<file path="src/rtl/serial_params.svh">
`ifndef SERIAL_PARAMS_SVH
`define SERIAL_PARAMS_SVH

// Register byte addresses
`define OFS_STATUS   8'h00
`define OFS_DIVISOR  8'h04
`define OFS_MODE     8'h08
`define OFS_CONTROL  8'h0C
`define OFS_TXDATA   8'h10
`define OFS_RXDATA   8'h14

// Status bit positions
`define F_HOLD_EMPTY 7
`define F_RX_FULL    6
`define F_OVERRUN    5
`define F_FRAMING    4
`define F_PARITY     3
`define F_TX_END     2
`define F_RX_MP      1
`define F_TX_MP      0
`define F_CLR_HI     7
`define F_CLR_LO     3

// Reset values
`define STATUS_RST   8'h84
`define DIVISOR_RST  8'hFF
`define MODE_RST     8'h00
`define CONTROL_RST  8'h00

// Mode register fields
`define M_CKS_HI     1
`define M_CKS_LO     0
`define M_MULTIPROC  2
`define M_ODD        4
`define M_PAR_EN     5
`define M_SYNC       7

// Control register fields
`define C_TX_EN      5
`define C_RX_EN      4

// Prescaler limits: 2*4^n - 1 clocks
`define PRE_LIM_0    7'h01
`define PRE_LIM_1    7'h07
`define PRE_LIM_2    7'h1F
`define PRE_LIM_3    7'h7F

// Ticks per bit, sampling point and last data bit
`define TICK_LAST    4'hF
`define TICK_MID     4'h8
`define DATA_LAST    3'h7

// AXI responses
`define RESP_OKAY    2'h0
`define RESP_SLVERR  2'h2

`endif

</file>
<file path="src/rtl/serial_pkg.sv">
package serial_pkg;

	typedef enum logic [2:0] {TX_IDLE, TX_START, TX_DATA, TX_PAR, TX_MP, TX_STOP} tx_state_t;
	typedef enum logic [2:0] {RX_IDLE, RX_START, RX_DATA, RX_PAR, RX_MP, RX_STOP} rx_state_t;

endpackage : serial_pkg

</file>
<file path="src/rtl/baud_tick_gen.sv">
`timescale 1ns/1ps
`default_nettype none
`include "serial_params.svh"

module baud_tick_gen
(
	// Clock and reset
	input  wire logic       aclk,
	input  wire logic       aresetn,
	// Rate selection
	input  wire logic [1:0] cks,
	input  wire logic [7:0] divisor,
	// Sixteen ticks per bit
	output logic            tick
);

	logic [6:0] pre_r;
	logic [6:0] pre_lim;
	logic [7:0] div_r;
	logic       pre_hit;

	always_comb
	begin
		unique case (cks)
			2'h0: pre_lim = `PRE_LIM_0;
			2'h1: pre_lim = `PRE_LIM_1;
			2'h2: pre_lim = `PRE_LIM_2;
			2'h3: pre_lim = `PRE_LIM_3;
		endcase
	end

	// Compare with >= so a smaller select never strands the counter
	assign pre_hit = (pre_r >= pre_lim);

	always_ff @(posedge aclk)
	begin
		if (!aresetn)
			pre_r <= 7'h00;
		else if (pre_hit)
			pre_r <= 7'h00;
		else
			pre_r <= pre_r + 7'h01;
	end

	always_ff @(posedge aclk)
	begin
		if (!aresetn)
		begin
			div_r <= 8'h00;
			tick  <= 1'b0;
		end
		else
		begin
			tick <= 1'b0;
			if (pre_hit)
			begin
				if (div_r >= divisor)
				begin
					div_r <= 8'h00;
					tick  <= 1'b1;
				end
				else
					div_r <= div_r + 8'h01;
			end
		end
	end

endmodule : baud_tick_gen

`default_nettype wire

</file>
<file path="src/rtl/serial_status_and_bit_rate.sv">
// How it works
// Stop bit sampled low on an async character sets the framing error flag.
// Framing error clears only by reading it as one then writing zero.
// Received parity disagreeing with the odd/even selection sets the parity error flag.
// Parity error clears only by reading it as one then writing zero.
// Parity error is meaningless in sync mode or without a parity bit.
// Last bit sent with holding register empty sets transmit end; sending stops.
// Clearing the transmitter enable also sets transmit end.
// Transmit end is read-only; clears with the empty flag's read-then-zero clear.
// Software starts sending before enabling the transmit end interrupt.
// Multiprocessor format captures each received multiprocessor bit into status.
// Received multiprocessor bit holds in sync mode, non-MP format, or receiver off.
// Received multiprocessor bit is readable; writes leave it unchanged.
// Transmit multiprocessor bit is sent with the data and loads with it.
// Transmit multiprocessor bit has no effect in sync or non-MP format.
// Bit rate comes from the 8-bit divisor and the 2-bit clock select.
// Divisor loads all ones on reset and on standby entry.
// Bit period is 32 times 4^n times divisor plus one clocks.
// Writing one to status bits 7 to 3 is ignored; zero may clear.
// Empty flag sets when data moves to the shifter or transmitter is disabled.
// Clear needs a prior read as one since the last set; set beats clear.
`timescale 1ns/1ps
`default_nettype none
`include "serial_params.svh"

module serial_status_and_bit_rate
	import serial_pkg::*;
(
	// Clock and reset
	input  wire logic       aclk,
	input  wire logic       aresetn,
	// Standby request, acts as a reset of the register state
	input  wire logic       standby,
	// AXI4-Lite write address
	input  wire logic       awvalid,
	output logic            awready,
	input  wire logic [7:0] awaddr,
	input  wire logic [2:0] awprot,
	// AXI4-Lite write data
	input  wire logic       wvalid,
	output logic            wready,
	input  wire logic [31:0] wdata,
	input  wire logic [3:0] wstrb,
	// AXI4-Lite write response
	output logic            bvalid,
	input  wire logic       bready,
	output logic [1:0]      bresp,
	// AXI4-Lite read address
	input  wire logic       arvalid,
	output logic            arready,
	input  wire logic [7:0] araddr,
	input  wire logic [2:0] arprot,
	// AXI4-Lite read data
	input  wire logic       rvalid_unused_n,
	output logic            rvalid,
	input  wire logic       rready,
	output logic [31:0]     rdata,
	output logic [1:0]      rresp,
	// Serial line
	output logic            txd,
	input  wire logic       rxd
);

	////////////////////////////////////////////////////////////////////////
	// Declarations

	logic       clr_all;
	logic [7:0] baud_divisor_r;
	logic [7:0] serial_mode_reg_r;
	logic [7:0] serial_control_r;
	logic [7:0] tx_holding_reg_r;
	logic [7:0] rx_data_r;
	logic [7:3] flags_r;
	logic [7:3] arm_r;
	logic [7:3] set_v;
	logic [7:3] clr_v;
	logic       transmit_end_flag_r;
	logic       rx_multiproc_bit_r;
	logic       tx_multiproc_bit_r;
	logic [7:0] serial_status;
	logic       tick;
	logic       wr_fire;
	logic       rd_fire;
	logic       wr_hit;
	logic       we_status;
	logic       rd_status;
	logic       rd_hit;
	logic [7:0] rd_val;
	logic       transmitter_enable;
	logic       receiver_enable;
	logic       async_mp;
	logic       async_par;
	logic       par_odd;

	localparam logic [7:0] status_init = `STATUS_RST;

	tx_state_t  tx_st_r;
	logic [7:0] tx_shifter_r;
	logic       tx_mp_r;
	logic       tx_par_r;
	logic [2:0] tx_bit_r;
	logic [3:0] tx_tk_r;
	logic       tx_bit_end;
	logic       tx_load;
	logic       tx_done;

	rx_state_t  rx_st_r;
	logic [7:0] rx_sh_r;
	logic [2:0] rx_bit_r;
	logic [3:0] rx_tk_r;
	logic       rx_pb_r;
	logic       rx_mb_r;
	logic       rx_mid;
	logic       rx_end;
	logic       rx_stop;
	logic       rx_good;

	assign clr_all            = !aresetn || standby;
	assign transmitter_enable = serial_control_r[`C_TX_EN];
	assign receiver_enable    = serial_control_r[`C_RX_EN];
	assign async_mp  = serial_mode_reg_r[`M_MULTIPROC] && !serial_mode_reg_r[`M_SYNC];
	assign async_par = serial_mode_reg_r[`M_PAR_EN] && !async_mp && !serial_mode_reg_r[`M_SYNC];
	assign par_odd   = serial_mode_reg_r[`M_ODD];

	////////////////////////////////////////////////////////////////////////
	// Bit rate

	baud_tick_gen u_baud
	(
		.aclk    (aclk),
		.aresetn (aresetn),
		.cks     (serial_mode_reg_r[`M_CKS_HI:`M_CKS_LO]),
		.divisor (baud_divisor_r),
		.tick    (tick)
	);

	////////////////////////////////////////////////////////////////////////
	// AXI4-Lite slave

	// Address and data are taken together; one write at a time
	assign wr_fire = awready && awvalid && wvalid;
	assign rd_fire = arready && arvalid;
	assign wr_hit  = (awaddr == `OFS_STATUS) || (awaddr == `OFS_DIVISOR) ||
		(awaddr == `OFS_MODE) || (awaddr == `OFS_CONTROL) ||
		(awaddr == `OFS_TXDATA) || (awaddr == `OFS_RXDATA);
	assign rd_hit  = (araddr == `OFS_STATUS) || (araddr == `OFS_DIVISOR) ||
		(araddr == `OFS_MODE) || (araddr == `OFS_CONTROL) ||
		(araddr == `OFS_TXDATA) || (araddr == `OFS_RXDATA);
	assign we_status = wr_fire && wstrb[0] && (awaddr == `OFS_STATUS);
	assign rd_status = rd_fire && (araddr == `OFS_STATUS);

	always_ff @(posedge aclk)
	begin
		if (!aresetn)
		begin
			awready <= 1'b0;
			wready  <= 1'b0;
		end
		else
		begin
			awready <= awvalid && wvalid && !awready && !bvalid;
			wready  <= awvalid && wvalid && !awready && !bvalid;
		end
	end

	always_ff @(posedge aclk)
	begin
		if (!aresetn)
		begin
			bvalid <= 1'b0;
			bresp  <= `RESP_OKAY;
		end
		else if (wr_fire)
		begin
			bvalid <= 1'b1;
			bresp  <= wr_hit ? `RESP_OKAY : `RESP_SLVERR;
		end
		else if (bready)
			bvalid <= 1'b0;
	end

	always_comb
	begin
		rd_val = 8'h00;
		unique case (araddr)
			`OFS_STATUS:  rd_val = serial_status;
			`OFS_DIVISOR: rd_val = baud_divisor_r;
			`OFS_MODE:    rd_val = serial_mode_reg_r;
			`OFS_CONTROL: rd_val = serial_control_r;
			`OFS_TXDATA:  rd_val = tx_holding_reg_r;
			`OFS_RXDATA:  rd_val = rx_data_r;
			default:      rd_val = 8'h00;
		endcase
	end

	always_ff @(posedge aclk)
	begin
		if (!aresetn)
		begin
			arready <= 1'b0;
			rvalid  <= 1'b0;
			rdata   <= 32'h0000_0000;
			rresp   <= `RESP_OKAY;
		end
		else
		begin
			arready <= arvalid && !arready && !rvalid;
			if (rd_fire)
			begin
				rvalid <= 1'b1;
				rdata  <= {24'h00_0000, rd_val};
				rresp  <= rd_hit ? `RESP_OKAY : `RESP_SLVERR;
			end
			else if (rready)
				rvalid <= 1'b0;
		end
	end

	////////////////////////////////////////////////////////////////////////
	// Plain read/write registers

	always_ff @(posedge aclk)
	begin
		if (clr_all)
			baud_divisor_r <= `DIVISOR_RST;
		else if (wr_fire && wstrb[0] && awaddr == `OFS_DIVISOR)
			baud_divisor_r <= wdata[7:0];
	end

	always_ff @(posedge aclk)
	begin
		if (clr_all)
		begin
			serial_mode_reg_r <= `MODE_RST;
			serial_control_r  <= `CONTROL_RST;
			tx_holding_reg_r  <= 8'h00;
		end
		else if (wr_fire && wstrb[0])
		begin
			if (awaddr == `OFS_MODE)
				serial_mode_reg_r <= wdata[7:0];
			if (awaddr == `OFS_CONTROL)
				serial_control_r <= wdata[7:0];
			if (awaddr == `OFS_TXDATA)
				tx_holding_reg_r <= wdata[7:0];
		end
	end

	////////////////////////////////////////////////////////////////////////
	// Status flags

	assign serial_status = {flags_r, transmit_end_flag_r, rx_multiproc_bit_r, tx_multiproc_bit_r};

	assign set_v[`F_HOLD_EMPTY] = tx_load || !transmitter_enable;
	assign set_v[`F_RX_FULL]    = rx_good && !flags_r[`F_RX_FULL];
	assign set_v[`F_OVERRUN]    = rx_good && flags_r[`F_RX_FULL];
	assign set_v[`F_FRAMING]    = rx_stop && !rxd;
	assign set_v[`F_PARITY]     = rx_stop && async_par && (rx_pb_r != ((^rx_sh_r) ^ par_odd));

	// Only zeros clear, and only after a read saw the flag high
	assign clr_v = {5{we_status}} & ~wdata[`F_CLR_HI:`F_CLR_LO] & arm_r;

	always_ff @(posedge aclk)
	begin
		if (clr_all)
			flags_r <= status_init[`F_CLR_HI:`F_CLR_LO];
		else
		begin
			for (int i = `F_CLR_LO; i <= `F_CLR_HI; i++)
			begin
				if (set_v[i])
					flags_r[i] <= 1'b1;
				else if (clr_v[i])
					flags_r[i] <= 1'b0;
			end
		end
	end

	// A new set disarms, so a stale read cannot clear a fresh event
	always_ff @(posedge aclk)
	begin
		if (clr_all)
			arm_r <= 5'h00;
		else
			arm_r <= (arm_r | ({5{rd_status}} & flags_r)) & ~set_v & ~clr_v;
	end

	always_ff @(posedge aclk)
	begin
		if (clr_all)
			transmit_end_flag_r <= status_init[`F_TX_END];
		else if (tx_done || !transmitter_enable)
			transmit_end_flag_r <= 1'b1;
		else if (clr_v[`F_HOLD_EMPTY])
			transmit_end_flag_r <= 1'b0;
	end

	always_ff @(posedge aclk)
	begin
		if (clr_all)
			rx_multiproc_bit_r <= status_init[`F_RX_MP];
		else if (rx_stop && async_mp && receiver_enable)
			rx_multiproc_bit_r <= rx_mb_r;
	end

	always_ff @(posedge aclk)
	begin
		if (clr_all)
			tx_multiproc_bit_r <= status_init[`F_TX_MP];
		else if (we_status)
			tx_multiproc_bit_r <= wdata[`F_TX_MP];
	end

	////////////////////////////////////////////////////////////////////////
	// Transmitter

	assign tx_bit_end = tick && (tx_tk_r == `TICK_LAST);
	assign tx_done    = tx_st_r == TX_STOP && tx_bit_end && flags_r[`F_HOLD_EMPTY];
	// Start only on a tick, else the start bit comes out up to one tick period short
	assign tx_load    = transmitter_enable && !flags_r[`F_HOLD_EMPTY] &&
		((tx_st_r == TX_IDLE && tick) || (tx_st_r == TX_STOP && tx_bit_end));

	always_ff @(posedge aclk)
	begin
		if (clr_all || !transmitter_enable)
		begin
			tx_st_r      <= TX_IDLE;
			tx_shifter_r <= 8'h00;
			tx_mp_r      <= 1'b0;
			tx_par_r     <= 1'b0;
			tx_bit_r     <= 3'h0;
			tx_tk_r      <= 4'h0;
		end
		else if (tx_load)
		begin
			tx_st_r      <= TX_START;
			tx_shifter_r <= tx_holding_reg_r;
			tx_mp_r      <= tx_multiproc_bit_r;
			tx_par_r     <= (^tx_holding_reg_r) ^ par_odd;
			tx_bit_r     <= 3'h0;
			tx_tk_r      <= 4'h0;
		end
		else if (tick && tx_st_r != TX_IDLE)
		begin
			tx_tk_r <= tx_tk_r + 4'h1;
			if (tx_tk_r == `TICK_LAST)
			begin
				unique case (tx_st_r)
					TX_START: tx_st_r <= TX_DATA;
					TX_DATA:
					begin
						tx_shifter_r <= {1'b0, tx_shifter_r[7:1]};
						tx_bit_r     <= tx_bit_r + 3'h1;
						if (tx_bit_r == `DATA_LAST)
							tx_st_r <= async_par ? TX_PAR : (async_mp ? TX_MP : TX_STOP);
					end
					TX_PAR:   tx_st_r <= TX_STOP;
					TX_MP:    tx_st_r <= TX_STOP;
					TX_STOP:  tx_st_r <= TX_IDLE;
					TX_IDLE:  tx_st_r <= TX_IDLE;
				endcase
			end
		end
	end

	always_ff @(posedge aclk)
	begin
		if (!aresetn)
			txd <= 1'b1;
		else
		begin
			unique case (tx_st_r)
				TX_START: txd <= 1'b0;
				TX_DATA:  txd <= tx_shifter_r[0];
				TX_PAR:   txd <= tx_par_r;
				TX_MP:    txd <= tx_mp_r;
				TX_STOP:  txd <= 1'b1;
				TX_IDLE:  txd <= 1'b1;
			endcase
		end
	end

	////////////////////////////////////////////////////////////////////////
	// Receiver

	assign rx_mid  = tick && (rx_tk_r == `TICK_MID);
	assign rx_end  = tick && (rx_tk_r == `TICK_LAST);
	assign rx_stop = rx_st_r == RX_STOP && rx_mid;
	// Faulty characters do not reach the data register
	assign rx_good = rx_stop && rxd && !set_v[`F_PARITY];

	always_ff @(posedge aclk)
	begin
		if (clr_all || !receiver_enable)
		begin
			rx_st_r  <= RX_IDLE;
			rx_sh_r  <= 8'h00;
			rx_bit_r <= 3'h0;
			rx_tk_r  <= 4'h0;
			rx_pb_r  <= 1'b0;
			rx_mb_r  <= 1'b0;
		end
		else if (rx_st_r == RX_IDLE)
		begin
			rx_tk_r <= 4'h0;
			rx_bit_r <= 3'h0;
			if (!rxd)
				rx_st_r <= RX_START;
		end
		else if (tick)
		begin
			rx_tk_r <= rx_tk_r + 4'h1;
			unique case (rx_st_r)
				RX_START:
				begin
					// A glitch shorter than half a bit is not a start
					if (rx_mid && rxd)
						rx_st_r <= RX_IDLE;
					else if (rx_end)
						rx_st_r <= RX_DATA;
				end
				RX_DATA:
				begin
					if (rx_mid)
						rx_sh_r <= {rxd, rx_sh_r[7:1]};
					if (rx_end)
					begin
						rx_bit_r <= rx_bit_r + 3'h1;
						if (rx_bit_r == `DATA_LAST)
							rx_st_r <= async_par ? RX_PAR : (async_mp ? RX_MP : RX_STOP);
					end
				end
				RX_PAR:
				begin
					if (rx_mid)
						rx_pb_r <= rxd;
					if (rx_end)
						rx_st_r <= RX_STOP;
				end
				RX_MP:
				begin
					if (rx_mid)
						rx_mb_r <= rxd;
					if (rx_end)
						rx_st_r <= RX_STOP;
				end
				// Leaves at mid stop so the next start edge is not missed
				RX_STOP:
				begin
					if (rx_mid)
						rx_st_r <= RX_IDLE;
				end
				RX_IDLE: rx_st_r <= RX_IDLE;
			endcase
		end
	end

	always_ff @(posedge aclk)
	begin
		if (clr_all)
			rx_data_r <= 8'h00;
		else if (rx_good && !flags_r[`F_RX_FULL])
			rx_data_r <= rx_sh_r;
	end

endmodule : serial_status_and_bit_rate

`default_nettype wire

</file>
<file path="config.mk">
export PLATFORM = sky130hd
export DESIGN_NAME = serial_status_and_bit_rate
export DESIGN_NICKNAME = d
export VERILOG_FILES = /design/src/rtl/serial_pkg.sv /design/src/rtl/baud_tick_gen.sv /design/src/rtl/serial_status_and_bit_rate.sv
export VERILOG_INCLUDE_DIRS = /design/src /design/src/rtl
export SDC_FILE = /design/constraint.sdc
export NUM_CORES = 1
export LEC_CHECK = 0
export ABC_CLOCK_PERIOD_IN_PS = 2350
export BUFFER_PORTS_ARGS = -buffer_cell sky130_fd_sc_hd__buf_4
export CELL_PAD_IN_SITES_DETAIL_PLACEMENT = 0
export CELL_PAD_IN_SITES_GLOBAL_PLACEMENT = 1
export CORE_MARGIN = 2
export CORE_UTILIZATION = 43
export CTS_CLUSTER_SIZE = 8
export DETAILED_ROUTE_END_ITERATION = 7
export GPL_ROUTABILITY_DRIVEN = 1
export GPL_TIMING_DRIVEN = 1
export PLACE_DENSITY = 0.79
export SYNTH_ARGS = -nofsm -noshare
export SYNTH_HDL_FRONTEND = slang
export SYNTH_HIERARCHICAL = 1
export SYNTH_SLANG_ARGS = --single-unit
export TNS_END_PERCENT = 100
</file>
<file path="constraint.sdc">
create_clock -name aclk -period 2.35 [get_ports aclk]
set_input_delay 0.705 -clock aclk [delete_from_list [all_inputs] [get_ports aclk]]
set_output_delay 0.705 -clock aclk [all_outputs]
set_load 0.02 [all_outputs]
</file>
==> metrics.txt <==
reg2reg start u_baud/tick; drt drc 0; reg2reg setup slack 230 ps; starting density of the core 43.6%; min-delay worst type flip-flop to flip-flop; fin nets 858; fraction of layout cells with a size suffix above 1 19.2%; placer congestion estimate 0.831; Arrival @ worst endpoint 2460 ps; Async SR Flop Fraction 0%; insertion delay to the later sink of the worst-skew pair 420 ps; number of buffers created by CTS 17; first-pass GRT wire length 25700 microns; post-DR vias/cell 5.51; Rows 45; Slew @ Worst Pin 801 ps; status finished, final reports clean; DR vias 5336; Avg WL per Cell 16.3 microns; grt total ovfl 0; Top Ports 110; Area Overhead vs Synth 17.5%; setup TNS 0 ps; Core ar. 15100 sq um; final period utilization 90.3%; Final Hold Viols 0; pins over their slew limit 0; RSZ-0062 raised after global routing false; deepest clock path buffer count 2; Worst Clk Skew 5.22 ps; Critical R2R Capture tx_shifter_r[4]; Post-Syn Area 6570 sq um; Final Critical Period 2120 ps; number of synthesized flops with an enable pin 0; Port Buffers 49; #FFs+latches synth 124; type of element launching the critical path flip-flop; CTS tree done; fmax 471 MHz; initial antenna violation count 0; commonest non-fill, non-tap cell in the layout dfxtp_1; Detailed Routing Iterations Pass 1 4; Initial DRC Count 419; number of global-route vias before repair 5124; Post-DP HPWL 11500 microns; Die H 128 microns; Min-Delay Endpoint wready; Hold Worst Slack 424 ps; number of setup buffers added after CTS 0; Slew HR 46.6%; most frequent cells in the layout dfxtp_1 (124), nor2_1 (93), buf_4 (75), mux2i_1 (65), nand2_1 (38); Pleak 3.29 nW; die area 16300 sq um; CTS Sinks 124; Peak VDD IR 0.000541 V; hold path depth 1; top_reg_cell synth dfxtp_1; post-CTS sizing 0; clock-pin slew on the worst setup and hold paths 60 ps; Syn Inst Count 709; H-tree depth 4; cells on worst reg2reg path 5; Seq/Total Area, Yosys 37.8%; Design Power 5.39 mW; CP required 2680 ps; syn avg cell area 9.27 sq um; max_cap viols 0; WL final 15700 microns; hold-fix buffer count after cts 0; ant diodes 0; Post-DRT Antenna Nets 0; root buffer cell clkbuf_16; largest net degree at the start of global routing 19; Die Width 128 microns; post-synth cell types 71; GRT Util Overall 20.1%; hold wc startpoint bvalid; critical-path maximum fanout 11; final setup fails 0; YS warnings 6; Setup CP Type flip-flop to flip-flop; Crit. End Element flip-flop; PD cells 699 nW/um^2
==> sequential cells by signal, indices dropped and copies added (netlist names), 3 cells and up <==
register           flops
arm_r                  5
baud_divisor_r         8
flags_r                5
rdata                  8
rx_bit_r               3
rx_data_r              8
rx_sh_r                8
rx_st_r                3
rx_tk_r                4
serial_control_r       8
serial_mode_reg_r      8
tx_bit_r               3
tx_holding_reg_r       8
tx_shifter_r           8
tx_st_r                3
tx_tk_r                4
u_baud/div_r           8
u_baud/pre_r           7
==> cells in the mapped netlist (2+ instances only) <==
cell type | instances | share of area, %
nor3b_1 | 7 | 0.80
nand4_1 | 12 | 1.1
or3_1 | 4 | 0.38
a21oi_1 | 26 | 2.0
nand3b_1 | 4 | 0.46
o31a_1 | 2 | 0.27
nand2b_1 | 7 | 0.67
inv_1 | 23 | 1.3
o21ai_0 | 18 | 1.4
buf_6 | 3 | 0.51
clkbuf_1 | 19 | 1.1
or3b_2 | 2 | 0.27
o41ai_2 | 8 | 2.0
o22ai_1 | 10 | 0.95
nor2_1 | 93 | 5.3
a21o_1 | 3 | 0.34
and3_1 | 5 | 0.48
ha_1 | 23 | 4.4
o31ai_1 | 3 | 0.34
nand4b_1 | 3 | 0.40
xor2_1 | 10 | 1.3
mux2i_1 | 65 | 9.9
o21ai_1 | 2 | 0.15
a211oi_1 | 10 | 1.1
buf_2 | 10 | 0.76
nor3_1 | 7 | 0.53
nand2_1 | 38 | 2.2
a22oi_1 | 18 | 2.1
nor4_1 | 3 | 0.29
mux2_2 | 12 | 2.1
or2_2 | 2 | 0.19
nor4b_1 | 2 | 0.27
nor2b_1 | 14 | 1.3
o2111ai_1 | 8 | 1.1
dfxtp_1 | 124 | 38
xnor2_1 | 14 | 1.9
mux4_2 | 4 | 1.4
buf_4 | 30 | 3.4
nor4_2 | 2 | 0.38
and2_1 | 2 | 0.19
o21a_1 | 2 | 0.23
a31oi_1 | 7 | 0.67
nand3_1 | 20 | 1.5
==> where the power goes <==
group / leakage [nW] / switching, mW / internal (mW)
Clock: 0.298 / 0.958 / 1.79
Sequential: 1.00 / 0.0361 / 2.14
Combinational: 1.99 / 0.287 / 0.188
Total: 3.29 / 1.28 / 4.11
==> per-stage QoR <==
stage	setup WS [ps]	utilization, %	std cells	instance area (sq um)
2_1_floorplan	200	-	734	6670
3_3_place_gp	-115	47.1	936	7100
3_5_place_dp	-118	47.1	936	7100
4_1_cts	215	51.2	968	7720
5_1_grt	43.5	51.2	968	7720
6_report	227	51.2	968	7720
==> routing by layer <==
layer  track usage, %  share of wire [%]  vias to the layer above
li1                 -                  -                     2621
met1             24.8                 45                     2564
met2             34.0                 49                      131
met3             5.07                4.9                       20
met4             7.43                1.6                        0
met5                0                  0                        -
==> worst max-delay path: stages (launching register included) <==
cell,delay [ps]
dfxtp_1,500
o31a_1,320
nand2b_1,150
or3_1,590
mux2i_1,210
a211oi_1,260
==> how the worst max path moves through the flow <==
stage                           start                  end  slack (ps)
after floorplan             awaddr[1]  serial_control_r[0]         200
after global placement      awaddr[1]           flags_r[6]        -110
after detailed placement    awaddr[1]           flags_r[6]        -120
after CTS                 u_baud/tick      tx_shifter_r[4]         220
after global routing      u_baud/tick      tx_shifter_r[1]          40
final                     u_baud/tick      tx_shifter_r[4]         230
==> cells by family after synthesis <==
group / after synthesis / share of synthesized area [%]
simple gates: 238 / 18.7
buf+inv: 86 / 7.16
xor+xnor: 28 / 4.40
other cells: 1 / 0.0571
flops: 124 / 37.8
mux: 81 / 13.3
fa+ha+maj: 23 / 4.38
compound gates: 128 / 14.2
==> layout make-up <==
cell class / instances / area, sq um
Timing Repair Buffer: 76 / 583
Multi-Input combinational cell: 524 / 3710
Clock buffer: 19 / 443
Clock inverter: 13 / 173
Sequential cell: 124 / 2480
Inverter: 24 / 90.1
Fill cell: 1410 / 7370
Tap cell: 188 / 235
Power figures use the tool's default switching activity.
